## config.mk

```make
export PLATFORM = sky130hd
export DESIGN_NAME = lcs_top
export DESIGN_NICKNAME = d
export VERILOG_FILES = /design/src/lcs_pkg.sv /design/src/lcs_byte_if.sv /design/src/lcs_byte_engine.sv /design/src/lcs_top.sv
export SDC_FILE = /design/constraint.sdc
export NUM_CORES = 1
export LEC_CHECK = 0
export BUFFER_PORTS_ARGS = -buffer_cell sky130_fd_sc_hd__buf_2
export CORE_MARGIN = 2
export CORE_UTILIZATION = 30
export CTS_CLUSTER_SIZE = 24
export DETAILED_ROUTE_END_ITERATION = 6
export GPL_TIMING_DRIVEN = 0
export HOLD_SLACK_MARGIN = 0.15
export SETUP_SLACK_MARGIN = 0.2
export SYNTH_ARGS = -nofsm -noshare
export SYNTH_HDL_FRONTEND = slang
export SYNTH_HIERARCHICAL = 1
export SYNTH_SLANG_ARGS = --single-unit
```

## constraint.sdc

```tcl
create_clock -name clk -period 12.5 [get_ports clk]
set_input_delay 2.5 -clock clk [delete_from_list [all_inputs] [get_ports clk]]
set_output_delay 2.5 -clock clk [all_outputs]
set_load 0.01 [all_outputs]
```

## src/lcs_pkg.sv

```systemverilog
// Purpose: shared constants and types of the LIN configuration/status block
// Assumes: 200 MHz system clock, byte-wide register ports
// Notes:   all offsets, bit positions and timing figures live here
package lcs_pkg;
	localparam int unsigned CLK_HZ    = 200_000_000;
	localparam int unsigned BAUD_BPS  = 19_200;
	localparam int unsigned IDLE_TO_S = 4;

	localparam logic [7:0] CFG_ADDR  = 8'hc9;
	localparam logic [7:0] STAT_ADDR = 8'h09;
	localparam logic [7:0] CFG_RESET = 8'h60;
	localparam int         CFG_EN    = 7;
	localparam int         CFG_MODE  = 6;
	localparam int         CFG_AUTO  = 5;

	localparam int ST_ACTIVE = 7;
	localparam int ST_QUIET  = 6;
	localparam int ST_ABORT  = 5;
	localparam int ST_IDRX   = 4;
	localparam int ST_INT    = 3;
	localparam int ST_ERR    = 2;
	localparam int ST_WAKE   = 1;
	localparam int ST_DONE   = 0;

	localparam logic [7:0] SYNC_BYTE   = 8'h55;
	localparam logic [3:0] BRK_TX_BITS = 4'hd;
	localparam logic [7:0] BRK_RX_BITS = 8'h0b;
	localparam logic [3:0] BYTE_BITS   = 4'ha;
	localparam logic [3:0] RX_BITS     = 4'h9;
	localparam logic [2:0] AB_EDGES    = 3'h4;
	localparam int         AB_SHIFT    = 3;
	localparam logic [3:0] SIZE_BY_ID  = 4'hf;
	localparam logic [3:0] SIZE_MAX    = 4'h8;
	localparam logic [3:0] LEN_ID_LO   = 4'h2;
	localparam logic [3:0] LEN_ID_MID  = 4'h4;
	localparam logic [3:0] LEN_ID_HI   = 4'h8;

	typedef enum logic [2:0] {
		FR_IDLE = 3'b000,
		FR_BRK  = 3'b001,
		FR_SYNC = 3'b010,
		FR_PID  = 3'b011,
		FR_RESP = 3'b100,
		FR_WAKE = 3'b101
	} lcs_frame_e;

	typedef enum logic [1:0] {
		RX_WAIT_HI = 2'b00,
		RX_IDLE    = 2'b01,
		RX_START   = 2'b10,
		RX_BITS_S  = 2'b11
	} lcs_rx_e;
endpackage

```

## src/lcs_byte_if.sv

```systemverilog
// Purpose: carries byte traffic between frame control and the bit engine
// Assumes: single clock domain
// Notes:   pulses last one cycle
interface lcs_byte_if;
	logic        en;
	logic [15:0] bit_cyc;
	logic        rx_line;
	logic        tx_dom;
	logic        tx_start;
	logic        tx_break;
	logic [7:0]  tx_byte;
	logic        tx_busy;
	logic        tx_done;
	logic        rx_flush;
	logic        rx_valid;
	logic [7:0]  rx_byte;
	logic        rx_ferr;
	logic        rx_break;
	logic        bit_err;
	modport eng (input en, bit_cyc, rx_line, tx_start, tx_break, tx_byte, rx_flush,
		output tx_dom, tx_busy, tx_done, rx_valid, rx_byte, rx_ferr, rx_break, bit_err);
	modport ctl (output en, bit_cyc, rx_line, tx_start, tx_break, tx_byte, rx_flush,
		input tx_dom, tx_busy, tx_done, rx_valid, rx_byte, rx_ferr, rx_break, bit_err);
endinterface

```

## src/lcs_byte_engine.sv

```systemverilog
// Purpose: serialises bytes and breaks, deserialises bytes, spots breaks
// Assumes: rx_line already synchronous to clk
// Notes:   a zero byte with a bad stop bit is taken as a break start
module lcs_byte_engine
(
	input  wire logic clk,     // system clock
	input  wire logic reset_n, // synchronous reset
	lcs_byte_if.eng   eng      // link to frame control
);
	import lcs_pkg::*;

	logic [15:0] tx_cnt_r, tx_cnt_nxt;
	logic [3:0]  tx_n_r, tx_n_nxt;
	logic [13:0] tx_sh_r, tx_sh_nxt;
	logic        tx_dom_r, tx_dom_nxt, tx_done_r, tx_done_nxt, berr_r, berr_nxt;
	lcs_rx_e     rx_st_r, rx_st_nxt;
	logic [15:0] rx_cnt_r, rx_cnt_nxt;
	logic [3:0]  rx_n_r, rx_n_nxt;
	logic [7:0]  rx_sh_r, rx_sh_nxt, rx_byte_r, rx_byte_nxt;
	logic [23:0] low_r, low_nxt, brk_lim;
	logic        rv_r, rv_nxt, fe_r, fe_nxt, brk_r, brk_nxt;

	assign brk_lim = 24'(eng.bit_cyc) * 24'(BRK_RX_BITS);
	assign eng.tx_busy = (tx_n_r != 4'h0);
	assign eng.tx_dom = tx_dom_r;
	assign eng.tx_done = tx_done_r;
	assign eng.bit_err = berr_r;
	assign eng.rx_valid = rv_r;
	assign eng.rx_byte = rx_byte_r;
	assign eng.rx_ferr = fe_r;
	assign eng.rx_break = brk_r;

	always_comb
	begin
		tx_cnt_nxt = tx_cnt_r;
		tx_n_nxt = tx_n_r;
		tx_sh_nxt = tx_sh_r;
		tx_dom_nxt = tx_dom_r;
		tx_done_nxt = 1'b0;
		berr_nxt = 1'b0;
		if (!eng.en)
		begin
			tx_n_nxt = 4'h0;
			tx_dom_nxt = 1'b0;
		end
		else if (tx_n_r == 4'h0)
		begin
			if (eng.tx_start || eng.tx_break)
			begin
				// Break: 13 dominant bits, then one recessive delimiter
				tx_sh_nxt = eng.tx_break ? {1'b1, 13'h0000} : {5'h1f, eng.tx_byte, 1'b0};
				tx_n_nxt = eng.tx_break ? BRK_TX_BITS + 4'h1 : BYTE_BITS;
				tx_cnt_nxt = eng.bit_cyc - 16'h0001;
				tx_dom_nxt = 1'b1;
			end
		end
		else
		begin
			// Recessive sent but dominant read back: another node fights us
			if (tx_cnt_r == (eng.bit_cyc >> 1) && !tx_dom_r && !eng.rx_line)
				berr_nxt = 1'b1;
			if (tx_cnt_r != 16'h0000)
				tx_cnt_nxt = tx_cnt_r - 16'h0001;
			else if (tx_n_r == 4'h1)
			begin
				tx_n_nxt = 4'h0;
				tx_dom_nxt = 1'b0;
				tx_done_nxt = 1'b1;
			end
			else
			begin
				tx_sh_nxt = tx_sh_r >> 1;
				tx_n_nxt = tx_n_r - 4'h1;
				tx_dom_nxt = !tx_sh_r[1];
				tx_cnt_nxt = eng.bit_cyc - 16'h0001;
			end
		end
	end

	always_comb
	begin
		rx_st_nxt = rx_st_r;
		rx_cnt_nxt = rx_cnt_r;
		rx_n_nxt = rx_n_r;
		rx_sh_nxt = rx_sh_r;
		rx_byte_nxt = rx_byte_r;
		rv_nxt = 1'b0;
		fe_nxt = 1'b0;
		brk_nxt = 1'b0;
		low_nxt = (eng.rx_line || !eng.en) ? 24'h000000 : low_r;
		if (!eng.rx_line && eng.en && low_r != brk_lim)
		begin
			low_nxt = low_r + 24'h000001;
			brk_nxt = (low_r == brk_lim - 24'h000001);
		end
		if (!eng.en || eng.rx_flush || brk_nxt)
			rx_st_nxt = RX_WAIT_HI;
		else
			case (rx_st_r)
				RX_WAIT_HI: if (eng.rx_line) rx_st_nxt = RX_IDLE;
				RX_IDLE:
					if (!eng.rx_line)
					begin
						rx_st_nxt = RX_START;
						rx_cnt_nxt = eng.bit_cyc >> 1;
					end
				RX_START:
					if (rx_cnt_r != 16'h0000)
						rx_cnt_nxt = rx_cnt_r - 16'h0001;
					else
					begin
						rx_st_nxt = eng.rx_line ? RX_IDLE : RX_BITS_S;
						rx_n_nxt = RX_BITS;
						rx_cnt_nxt = eng.bit_cyc - 16'h0001;
					end
				RX_BITS_S:
					if (rx_cnt_r != 16'h0000)
						rx_cnt_nxt = rx_cnt_r - 16'h0001;
					else if (rx_n_r == 4'h1)
					begin
						rv_nxt = eng.rx_line;
						fe_nxt = !eng.rx_line && rx_sh_r != 8'h00;
						rx_byte_nxt = rx_sh_r;
						rx_st_nxt = eng.rx_line ? RX_IDLE : RX_WAIT_HI;
					end
					else
					begin
						rx_sh_nxt = {eng.rx_line, rx_sh_r[7:1]};
						rx_n_nxt = rx_n_r - 4'h1;
						rx_cnt_nxt = eng.bit_cyc - 16'h0001;
					end
				default: rx_st_nxt = RX_WAIT_HI;
			endcase
	end

	always_ff @(posedge clk)
	begin
		if (!reset_n)
		begin
			tx_cnt_r <= 16'h0000;
			tx_n_r <= 4'h0;
			tx_sh_r <= 14'h0000;
			tx_dom_r <= 1'b0;
			tx_done_r <= 1'b0;
			berr_r <= 1'b0;
			rx_st_r <= RX_WAIT_HI;
			rx_cnt_r <= 16'h0000;
			rx_n_r <= 4'h0;
			rx_sh_r <= 8'h00;
			rx_byte_r <= 8'h00;
			low_r <= 24'h000000;
			rv_r <= 1'b0;
			fe_r <= 1'b0;
			brk_r <= 1'b0;
		end
		else
		begin
			tx_cnt_r <= tx_cnt_nxt;
			tx_n_r <= tx_n_nxt;
			tx_sh_r <= tx_sh_nxt;
			tx_dom_r <= tx_dom_nxt;
			tx_done_r <= tx_done_nxt;
			berr_r <= berr_nxt;
			rx_st_r <= rx_st_nxt;
			rx_cnt_r <= rx_cnt_nxt;
			rx_n_r <= rx_n_nxt;
			rx_sh_r <= rx_sh_nxt;
			rx_byte_r <= rx_byte_nxt;
			low_r <= low_nxt;
			rv_r <= rv_nxt;
			fe_r <= fe_nxt;
			brk_r <= brk_nxt;
		end
	end
endmodule // lcs_byte_engine

```

## src/lcs_top.sv

```systemverilog
// Purpose: LIN controller configuration, status flags and frame sequencing
// Assumes: control bits (stop, interrupt reset, error reset) arrive as pulses
// Notes:   checksum is passed through, not checked
module lcs_top
#(
	parameter int unsigned BIT_CYC  = lcs_pkg::CLK_HZ / lcs_pkg::BAUD_BPS,
	parameter int unsigned IDLE_CYC = lcs_pkg::IDLE_TO_S * lcs_pkg::CLK_HZ
)
(
	input  wire logic       clk,                 // system clock
	input  wire logic       reset_n,             // synchronous reset
	input  wire logic [7:0] sfr_addr,            // direct register address
	input  wire logic       sfr_wr,              // direct write strobe
	input  wire logic       sfr_rd,              // direct read strobe
	input  wire logic [7:0] sfr_wdata,           // direct write data
	output logic      [7:0] sfr_rdata,           // direct read data
	input  wire logic [7:0] ind_addr,            // indirect register address
	input  wire logic       ind_rd,              // indirect read strobe
	output logic      [7:0] ind_rdata,           // indirect read data
	input  wire logic       stop_bit,            // stop request pulse
	input  wire logic       interrupt_reset_bit, // clear pending interrupt
	input  wire logic       error_reset_bit,     // clear error flag
	input  wire logic       start_req,           // master frame start pulse
	input  wire logic       wake_req,            // send wakeup pulse
	input  wire logic [5:0] frame_id,            // identifier to send
	input  wire logic [3:0] frame_size,          // data byte count code
	output logic            rx_data_valid,       // response byte strobe
	output logic      [7:0] rx_data,             // response byte
	input  wire logic       lin_rx,              // bus level
	output logic            lin_tx_out,          // bus drive level
	output logic            lin_tx_oe,           // bus drive enable
	output logic            lin_irq              // interrupt request
);
	import lcs_pkg::*;

	lcs_byte_if eng ();

	lcs_frame_e  st_r, st_nxt;
	logic [3:0]  cnt_r, cnt_nxt;
	logic [19:0] ab_cnt_r, ab_cnt_nxt;
	logic [2:0]  ab_fall_r, ab_fall_nxt;
	logic [15:0] ab_bit_r, ab_bit_nxt;
	logic        rx_d_r;
	logic        abort_r, abort_nxt, idrx_r, idrx_nxt, int_r, int_nxt;
	logic        err_r, err_nxt, done_r, done_nxt, wrx_r, wrx_nxt;
	logic        quiet_r, quiet_nxt;
	logic [29:0] idle_r, idle_nxt;
	logic [2:0]  cfg_r, cfg_nxt;
	logic [7:0]  srd_r, srd_nxt, ird_r, ird_nxt, rxd_r, rxd_nxt;
	logic        rxv_r, rxv_nxt;
	logic        en, master, slave, autobaud_on, fall;
	logic        ev_start, ev_done, ev_idrx, ev_err, ev_abort, ev_clr, ev_wake;
	logic [7:0]  status;

	function automatic logic [7:0] prot_id(input logic [5:0] id);
		prot_id = {!(id[1] ^ id[3] ^ id[4] ^ id[5]), id[0] ^ id[1] ^ id[2] ^ id[4], id};
	endfunction

	function automatic logic [3:0] data_len(input logic [3:0] sz, input logic [5:0] id);
		if (sz == SIZE_BY_ID)
			data_len = id[5] ? (id[4] ? LEN_ID_HI : LEN_ID_MID) : LEN_ID_LO;
		else
			data_len = (sz > SIZE_MAX) ? SIZE_MAX : sz;
	endfunction

	assign en = cfg_r[CFG_EN - CFG_AUTO];
	assign master = cfg_r[CFG_MODE - CFG_AUTO];
	assign slave = !master;
	assign autobaud_on = slave && cfg_r[0];
	assign fall = rx_d_r && !lin_rx;

	assign eng.en = en;
	assign eng.bit_cyc = autobaud_on ? ab_bit_r : 16'(BIT_CYC);
	assign eng.rx_line = lin_rx;
	assign lin_tx_out = 1'b0;
	assign lin_tx_oe = eng.tx_dom;
	assign lin_irq = int_r;

	lcs_byte_engine u_eng
	(
		.clk     (clk),
		.reset_n (reset_n),
		.eng     (eng)
	);

	// Frame sequencing
	always_comb
	begin
		st_nxt = st_r;
		cnt_nxt = cnt_r;
		ab_cnt_nxt = ab_cnt_r;
		ab_fall_nxt = ab_fall_r;
		ab_bit_nxt = ab_bit_r;
		eng.tx_start = 1'b0;
		eng.tx_break = 1'b0;
		eng.tx_byte = SYNC_BYTE;
		eng.rx_flush = 1'b0;
		{ev_start, ev_done, ev_idrx, ev_err, ev_abort, ev_clr} = 6'h00;
		if (!en)
			st_nxt = FR_IDLE;
		else if (stop_bit)
		begin
			st_nxt = FR_IDLE;
			ev_abort = slave;
		end
		else if (slave && eng.rx_break)
		begin
			ev_start = 1'b1;
			eng.rx_flush = 1'b1;
			ev_abort = (st_r != FR_IDLE);
			ev_clr = (st_r == FR_IDLE);
			st_nxt = FR_SYNC;
			ab_cnt_nxt = 20'h00000;
			ab_fall_nxt = 3'h0;
		end
		else
		begin
			case (st_r)
				FR_IDLE:
					if (master && start_req)
					begin
						st_nxt = FR_BRK;
						eng.tx_break = 1'b1;
						ev_start = 1'b1;
					end
					else if (wake_req && !eng.tx_busy)
					begin
						st_nxt = FR_WAKE;
						eng.tx_break = 1'b1;
					end
				FR_BRK:
					if (eng.tx_done)
					begin
						st_nxt = FR_SYNC;
						eng.tx_start = 1'b1;
					end
				FR_SYNC:
					if (autobaud_on)
					begin
						// Fifth falling edge of 0x55 lies eight bit times after the first
						if (ab_fall_r != 3'h0)
							ab_cnt_nxt = ab_cnt_r + 20'h00001;
						if (fall)
						begin
							ab_fall_nxt = ab_fall_r + 3'h1;
							if (ab_fall_r == AB_EDGES)
							begin
								// Count including this cycle, else one cycle short per bit
								ab_bit_nxt = ab_cnt_nxt[AB_SHIFT +: 16];
								eng.rx_flush = 1'b1;
								st_nxt = FR_PID;
							end
						end
					end
					else if (master)
					begin
						// Sync echo lands mid stop bit while the sender is still busy
						if (eng.tx_done)
						begin
							st_nxt = FR_PID;
							eng.tx_start = 1'b1;
							eng.tx_byte = prot_id(frame_id);
						end
					end
					else if (eng.rx_valid)
					begin
						st_nxt = (eng.rx_byte == SYNC_BYTE) ? FR_PID : FR_IDLE;
						ev_err = (eng.rx_byte != SYNC_BYTE);
					end
				FR_PID:
					if (eng.rx_valid)
					begin
						cnt_nxt = data_len(frame_size, eng.rx_byte[5:0]);
						if (slave && eng.rx_byte != prot_id(eng.rx_byte[5:0]))
						begin
							ev_err = 1'b1;
							st_nxt = FR_IDLE;
						end
						else
						begin
							ev_idrx = slave;
							st_nxt = FR_RESP;
						end
					end
				FR_RESP:
					if (eng.rx_valid)
					begin
						if (cnt_r == 4'h0)
						begin
							ev_done = 1'b1;
							st_nxt = FR_IDLE;
						end
						else
							cnt_nxt = cnt_r - 4'h1;
					end
				FR_WAKE:
					if (eng.tx_done)
						st_nxt = FR_IDLE;
				default: st_nxt = FR_IDLE;
			endcase
			if (eng.rx_ferr || eng.bit_err)
			begin
				ev_err = 1'b1;
				st_nxt = FR_IDLE;
			end
		end
	end

	always_ff @(posedge clk)
	begin
		if (!reset_n)
		begin
			st_r <= FR_IDLE;
			cnt_r <= 4'h0;
			ab_cnt_r <= 20'h00000;
			ab_fall_r <= 3'h0;
			ab_bit_r <= 16'(BIT_CYC);
			rx_d_r <= 1'b1;
		end
		else
		begin
			st_r <= st_nxt;
			cnt_r <= cnt_nxt;
			ab_cnt_r <= ab_cnt_nxt;
			ab_fall_r <= ab_fall_nxt;
			ab_bit_r <= ab_bit_nxt;
			rx_d_r <= lin_rx;
		end
	end

	// Status flags: a set in the same cycle as its clear always wins
	always_comb
	begin
		quiet_nxt = 1'b0;
		idle_nxt = 30'h00000000;
		if (en && lin_rx && st_r == FR_IDLE)
		begin
			quiet_nxt = (idle_r == 30'(IDLE_CYC - 1));
			idle_nxt = quiet_nxt ? idle_r : idle_r + 30'h00000001;
		end
		ev_wake = quiet_r && fall && st_r == FR_IDLE;
		abort_nxt = slave && (ev_abort || (abort_r && !ev_clr));
		idrx_nxt = slave && (ev_idrx || (idrx_r && !ev_start));
		done_nxt = ev_done || (done_r && !ev_start);
		err_nxt = ev_err || (err_r && !error_reset_bit);
		wrx_nxt = ev_wake || (wrx_r && !ev_start);
		int_nxt = ev_done || ev_err || ev_idrx || ev_abort || ev_wake
			|| (slave && quiet_nxt && !quiet_r) || (int_r && !interrupt_reset_bit);
	end

	always_ff @(posedge clk)
	begin
		if (!reset_n)
		begin
			{abort_r, idrx_r, done_r, err_r, wrx_r, int_r, quiet_r} <= 7'h00;
			idle_r <= 30'h00000000;
		end
		else
		begin
			abort_r <= abort_nxt;
			idrx_r <= idrx_nxt;
			done_r <= done_nxt;
			err_r <= err_nxt;
			wrx_r <= wrx_nxt;
			int_r <= int_nxt;
			quiet_r <= quiet_nxt;
			idle_r <= idle_nxt;
		end
	end

	assign status[ST_ACTIVE] = (st_r != FR_IDLE) || !lin_rx;
	assign status[ST_QUIET] = quiet_r && slave;
	assign status[ST_ABORT] = abort_r;
	assign status[ST_IDRX] = idrx_r;
	assign status[ST_INT] = int_r;
	assign status[ST_ERR] = err_r;
	assign status[ST_WAKE] = (st_r == FR_WAKE) || wrx_r;
	assign status[ST_DONE] = done_r;

	// Register access; the status port has no write path at all
	always_comb
	begin
		cfg_nxt = cfg_r;
		if (sfr_wr && sfr_addr == CFG_ADDR)
			cfg_nxt = sfr_wdata[CFG_EN:CFG_AUTO];
		srd_nxt = (sfr_rd && sfr_addr == CFG_ADDR) ? {cfg_r, 5'h00} : 8'h00;
		ird_nxt = (ind_rd && ind_addr == STAT_ADDR) ? status : 8'h00;
		rxv_nxt = (st_r == FR_RESP) && eng.rx_valid;
		rxd_nxt = rxv_nxt ? eng.rx_byte : rxd_r;
	end

	always_ff @(posedge clk)
	begin
		if (!reset_n)
		begin
			cfg_r <= CFG_RESET[CFG_EN:CFG_AUTO];
			srd_r <= 8'h00;
			ird_r <= 8'h00;
			rxv_r <= 1'b0;
			rxd_r <= 8'h00;
		end
		else
		begin
			cfg_r <= cfg_nxt;
			srd_r <= srd_nxt;
			ird_r <= ird_nxt;
			rxv_r <= rxv_nxt;
			rxd_r <= rxd_nxt;
		end
	end

	assign sfr_rdata = srd_r;
	assign ind_rdata = ird_r;
	assign rx_data_valid = rxv_r;
	assign rx_data = rxd_r;
endmodule // lcs_top

```

# Yosys cells after proc, flatten, opt, wreduce, memory -nomap -nowiden
# Cells that the tools add are included.
# classes
add_sub_neg	11
n_mul	1
magnitude_cmp	1
eq_ne	53
n_mux	135
bitwise_logic	20
n_reduce_logical	104
# ops
operator	count
two-way mux 16 bit	9
two-way mux 20 bit	4
two-way mux 1 bit	60
two-way mux 3 bit	19
two-way mux 14 bit	4
two-way mux 4 bit	14
two-way mux 24 bit	2
two-way mux 8 bit	6
one-hot mux 16 bit (3 select lines)	1
subtractor 16 x 1 -> 16 bit, second input constant	3
nonzero test 16 bit	2
adder 30 x 1 -> 30 bit, second input constant	1
== test 30 bit, second input constant	1
logical AND 1 bit	30
adder 24 x 1 -> 24 bit, second input constant	1
== test 24 bit	1
!= test 24 x 20 -> 1 bit	1
!= test 4 x 3 -> 1 bit, second input constant	6
subtractor 20 x 1 -> 21 bit, second input constant	1
adder 20 x 1 -> 20 bit, second input constant	1
multiplier 16 x 4 -> 20 bit, second input constant	1
AND reduction 10 bit	2
AND reduction 4 bit	5
AND reduction 5 bit	4
48 further kinds	146
# word_totals
reg_bits	214
out_inout_bits	28
word_cells	362

# Longest topological paths before layout
# logic_depth
ltp_word	19
depth_mapped	23

# Hierarchy
# Netlist, hierarchy kept.
# by_module_without_submodules
module	n_inst	cells_per_inst	area_each_um2	seq_area_each_um2
lcs_byte_engine	1	1053	8508.2	2021.9
lcs_top	1	665	5451.5	2122.0

# Least setup slack after synthesis
# No wires, ideal clock.
# synth_timing
path_type	reg-to-reg
startpoint	register cfg_r[1]
endpoint	register u_eng.rx_n_r[3]
setup_time_ns	0.119
arrival_ns	5.539
slack_ns	6.842
path_stages_with_launch	22
synth_period_minus_slack_ns	5.658
path_cell_list	dfxtp_1 clkbuf_2 nor2b_1 clkbuf_1 clkbuf_1 and2_1 ha_1 fa_1 ha_1 buf_2 a21o_1 a311oi_1 a21boi_0 o22ai_1 nand4b_1 or3_4 a2111oi_4 o32ai_2 a2111oi_4 buf_4 nor3_1 o221a_2
# synth_between
elab_cells_between_ends	19
classes_between	add/sub: 1; mul: 1; eq/ne: 2; mux: 7; bitwise: 1; reduce/logical: 7
# synth_rtl
item	line	source
from (decl)	lcs_top.sv:48	logic [2:0] cfg_r, cfg_nxt;
from (signal assigned)	lcs_top.sv:296	cfg_r <= CFG_RESET[CFG_EN:CFG_AUTO];
from (signal assigned)	lcs_top.sv:304	cfg_r <= cfg_nxt;
zero test 1 bit *	lcs_top.sv:68	assign slave = !master;
logical AND 1 bit *	lcs_top.sv:69	assign autobaud_on = slave && cfg_r[0];
two-way mux 16 bit *	lcs_top.sv:73	assign eng.bit_cyc = autobaud_on ? ab_bit_r : 16'(BIT_CYC);
named net eng.bit_cyc[8]	lcs_byte_if.sv:6	logic [15:0] bit_cyc;
multiplier 16 x 4 -> 20 bit *	lcs_byte_engine.sv:23	assign brk_lim = 24'(eng.bit_cyc) * 24'(BRK_RX_BITS);
subtractor 20 x 1 -> 21 bit or != test 24 x 20 -> 1 bit (tied branches)	lcs_byte_engine.sv:94, lcs_byte_engine.sv:91	
== test 24 bit or logical AND 1 bit (tied branches)	lcs_byte_engine.sv:94, lcs_byte_engine.sv:91	
two-way mux 1 bit *	lcs_byte_engine.sv:91	if (!eng.rx_line && eng.en && low_r != brk_lim)
logical OR 1 bit *	lcs_byte_engine.sv:96	if (!eng.en || eng.rx_flush || brk_nxt)
NOT 1 bit (no source line) *	n/a	
AND reduction 5 bit (no source line) *	n/a	
to (signal assigned)	lcs_byte_engine.sv:166	rx_n_r <= rx_n_nxt;
to (decl)	lcs_byte_engine.sv:18	logic [3:0] rx_n_r, rx_n_nxt;
# Mark *: on every way through the listed nets, which the timed path passes. The rest lies on a longest branch.
# A chain may end at the register's enable or synchronous reset.

# Final worst setup path
# layout_timing
startpoint	register cfg_r[0]
endpoint	register u_eng.rx_n_r[3]
# layout_between
elab_cells_between_ends	17
classes_between	add/sub: 1; mul: 1; eq/ne: 2; mux: 7; bitwise: 1; reduce/logical: 5
# layout_rtl
item	line
logical AND 1 bit *	lcs_top.sv:69
two-way mux 16 bit *	lcs_top.sv:73
named net eng.bit_cyc[8]	lcs_byte_if.sv:6
multiplier 16 x 4 -> 20 bit *	lcs_byte_engine.sv:23
subtractor 20 x 1 -> 21 bit or != test 24 x 20 -> 1 bit (tied branches)	lcs_byte_engine.sv:94, lcs_byte_engine.sv:91
== test 24 bit or logical AND 1 bit (tied branches)	lcs_byte_engine.sv:94, lcs_byte_engine.sv:91
two-way mux 1 bit *	lcs_byte_engine.sv:91
logical OR 1 bit *	lcs_byte_engine.sv:96
NOT 1 bit (no source line) *	n/a
AND reduction 5 bit (no source line) *	n/a
# Marked as above.

==> metrics.cfg <==
[outcome]
status = finished, final reports clean

[placement]
place.gp.congestion = 0.8885
post-dp-hpwl_um = 29450
placed_cells = 2391
placed_cell_area_um2 = 15040
port_buffers = 61

[clock_network]
post_cts_buffers = 0
cts_buffers = 26
clock_latency_ns = 0.54
cts.sinks = 207
cts_tree = yes
path_clk_slew_ns = 0.06
post_cts_resized = 0
hold_buffers = 0
cts_buffer_depth = 3
htree_levels = 1
root_buffer = clkbuf_16

[die]
die_width_um = 219.7
ios = 73
die_area_um2 = 48270
die_h_um = 219.7
initial_core_util_pct = 30.18
core_area_um2 = 46260
rows = 79

[synth]
synth_area_um2 = 13960
synth_edf_count = 0
seq_area_frac_synth_pct = 29.69
yosysTopAreaCell = dfxtp_1
yosysWarnings = 6
syn_area_per_cell_um2 = 8.126
yosysTopAreaCellShare_pct = 29.69
ys.flop_type = dfxtp_1
async_reset_ff_share_pct = 0
ys_types = 104
synth_area_leaders = dfxtp_1, xnor2_1, nand2_1, ha_1, nor2_1
synth_cells = 1718
ys_ff_latch = 207

[drt]
vias = 12930
drcViolationCount = 0
drt-initial-drc-count = 882
viasPerCell = 5.303
drt-total-wl_um = 39080
ant_nets = 0
routedWlPerCell_um = 16.02
dr.pass1.iters = 5

[sta]
relSlewSlack_pct = 44.69
rsz0062_at_grt = no
maxClockFrequency_ghz = 0.1375
period_needed_ns = 7.275
fin_crit_sh_pct = 58.20
skew_ns = 0.02185
hold_viol_final = 0
worstMarginPinSlew_ns = 0.8270
drv_slew = 0
tns_ns = 0
setup_viol = 0

[global_route]
grt_pass1_vias = 12630
track_usage_pct = 16.10
grt_start_max_net_pins = 15
grt_pass1_wl_um = 63870
antenna_found_initial = 0
grt-ovfl-total = 0

[finish]
final_area_um2 = 16010
final_nets = 1924
layout-drive-gt1-share_pct = 10.21
syn2layout_area_growth_pct = 14.67
diodes = 0
stdcell_count = 2439
post-route-util_pct = 34.60

[setup_path]
crit_type = reg2reg
cp_data_required_time_ns = 12.92
rrSetupSlack_ns = 5.22
endpoint_kind = flop
worstPathArrival_ns = 7.70
rr_worst_depth = 20
rr_endpoint = u_eng/rx_n_r[3]
crit_path_start_kind = flop
cp_slowest_cell = a2111oi_4
path_max_fanout = 10
worstSetupEndpoint = u_eng/rx_n_r[3]
cp_cell_sequence = nor2b_1, clkbuf_1, clkbuf_1, and2_1, ha_1, fa_1, ha_1, buf_2, a21o_1, a311oi_1, a21boi_0, o22ai_1, nand4b_1, or3_1, nor3b_1, o32ai_2, a2111oi_4, buf_4, nor3_1, o221a_2
reg2reg_from = cfg_r[0]
slowest_delay_ns = 0.72
setup.worst_path.start = cfg_r[0]

[worst_hold_path]
holdCritPathClass = reg2reg
holdPathStages = 2

[power]
leakagePower_nw = 5.758
p_per_area_nw_per_um2 = 95.72
ir_drop_uv = 96.74

[flow_run]
max_cap_viol_count = 0

## layer usage
metal  track usage, %  routed length (um)  up-vias
met1            20.70               18030     6166
met5                0                   0        -
li1                 -                   -     6382
met4            4.698                 881        0
met3            2.029                1777       61
met2            28.12               18390      325
## layout make-up
cell class,instances,area (um^2)
Buffer,98,483.0
Multi-Input combinational cell,1383,9220
Timing Repair Buffer,61,305.3
Fill cell,4851,30250
Clock buffer,37,753.2
Clock inverter,11,211.5
Tap cell,607,759.5
Sequential cell,207,4144
Inverter,35,131.4
## cells in the mapped netlist (12+ instances only)
master    number
xnor2_1       86
fa_1          13
mux2i_1       42
nor2b_1       21
nand2b_1      23
and3_1        28
ha_1          54
inv_1         34
and2_1        34
or3_1         30
o21ai_0       80
a21oi_1      104
nand2_1      190
a21o_1        12
nor4_1        30
dfxtp_1      207
nand3_1       49
clkbuf_1      67
o211ai_1      32
nand4_1       31
nor2_1       151
a211oi_1      28
xor2_1        51
nor3b_1       22
nor3_1        56
## worst min path at each step
stage	from	end	slack (ns)
global route	rx_data[3]	rx_data[3]	0.47
global placement	u_eng/tx_sh_r[11]	u_eng/tx_sh_r[11]	0.44
finish	rx_data[3]	rx_data[3]	0.45
floorplan	err_r	ind_rdata[2]	0.42
detailed placement	wrx_r	wrx_r	0.45
CTS	u_eng/tx_sh_r[12]	u_eng/tx_sh_r[12]	0.45
## power breakdown
group          total [mW]  switching [mW]  internal (mW)
clock               0.843           0.300          0.542
combinational      0.0297          0.0188         0.0108
sequential          0.660       0.0000916          0.660
## state kept, by name (all words and copies together) (netlist names), 8 cells and up
name and count:
idle_r 30, rx_data 8, u_eng/rx_sh_r 8, ab_cnt_r 19
u_eng/low_r 24, u_eng/tx_cnt_r 16, u_eng/tx_sh_r 13, ind_rdata 8
ab_bit_r 16, u_eng/eng.rx_byte 8, u_eng/rx_cnt_r 16
## critical path, delay by kind of cell, from the launching register on
| family | cells | cell delay, ns |
|---|---|---|
| buffers and inverters | 4 | 1.22 |
| DFF | 1 | 0.46 |
| AOI/OAI and AO/OA | 7 | 2.39 |
| and+or+nand+nor | 6 | 1.90 |
| adders and majority gates | 3 | 1.13 |
## cell usage in the layout (no fill, tap or decap), types with 30 or more instances in the layout
master and instances:
o211ai_1 32, buf_2 71, nor3_1 56, nand2_1 190
and2_1 34, nand4_1 31, nor4_1 30, nor2_1 151
dfxtp_1 207, clkbuf_1 73, o21ai_0 80, mux2i_1 42
inv_1 34, xor2_1 51, nand3_1 49, or3_1 30
a21oi_1 104, ha_1 54, xnor2_1 86
## through the flow
step	setup WS, ns	power, mW	hold WS [ns]
CTS	5.274	1.551	0.4533
global placement	5.463	0.7036	0.4407
detailed placement	5.288	0.7038	0.4474
finish	5.225	1.532	0.4527
floorplan	6.842	0.6891	0.4214
global route	4.746	1.582	0.4689
## logic make-up (layout without fill, tap and decap cells)
logic type / after synthesis / after routing / synth area share [%]
compound gates: 365 / 365 / 17.45
xor+xnor: 143 / 143 / 9.626
fa+ha+maj: 67 / 67 / 6.704
buf+inv: 133 / 242 / 4.401
flops: 207 / 207 / 29.69
mux: 45 / 45 / 3.254
other cells: 1 / 6 / 0.02686
simple gates: 757 / 757 / 28.85
Power figures use the tool's default switching activity.
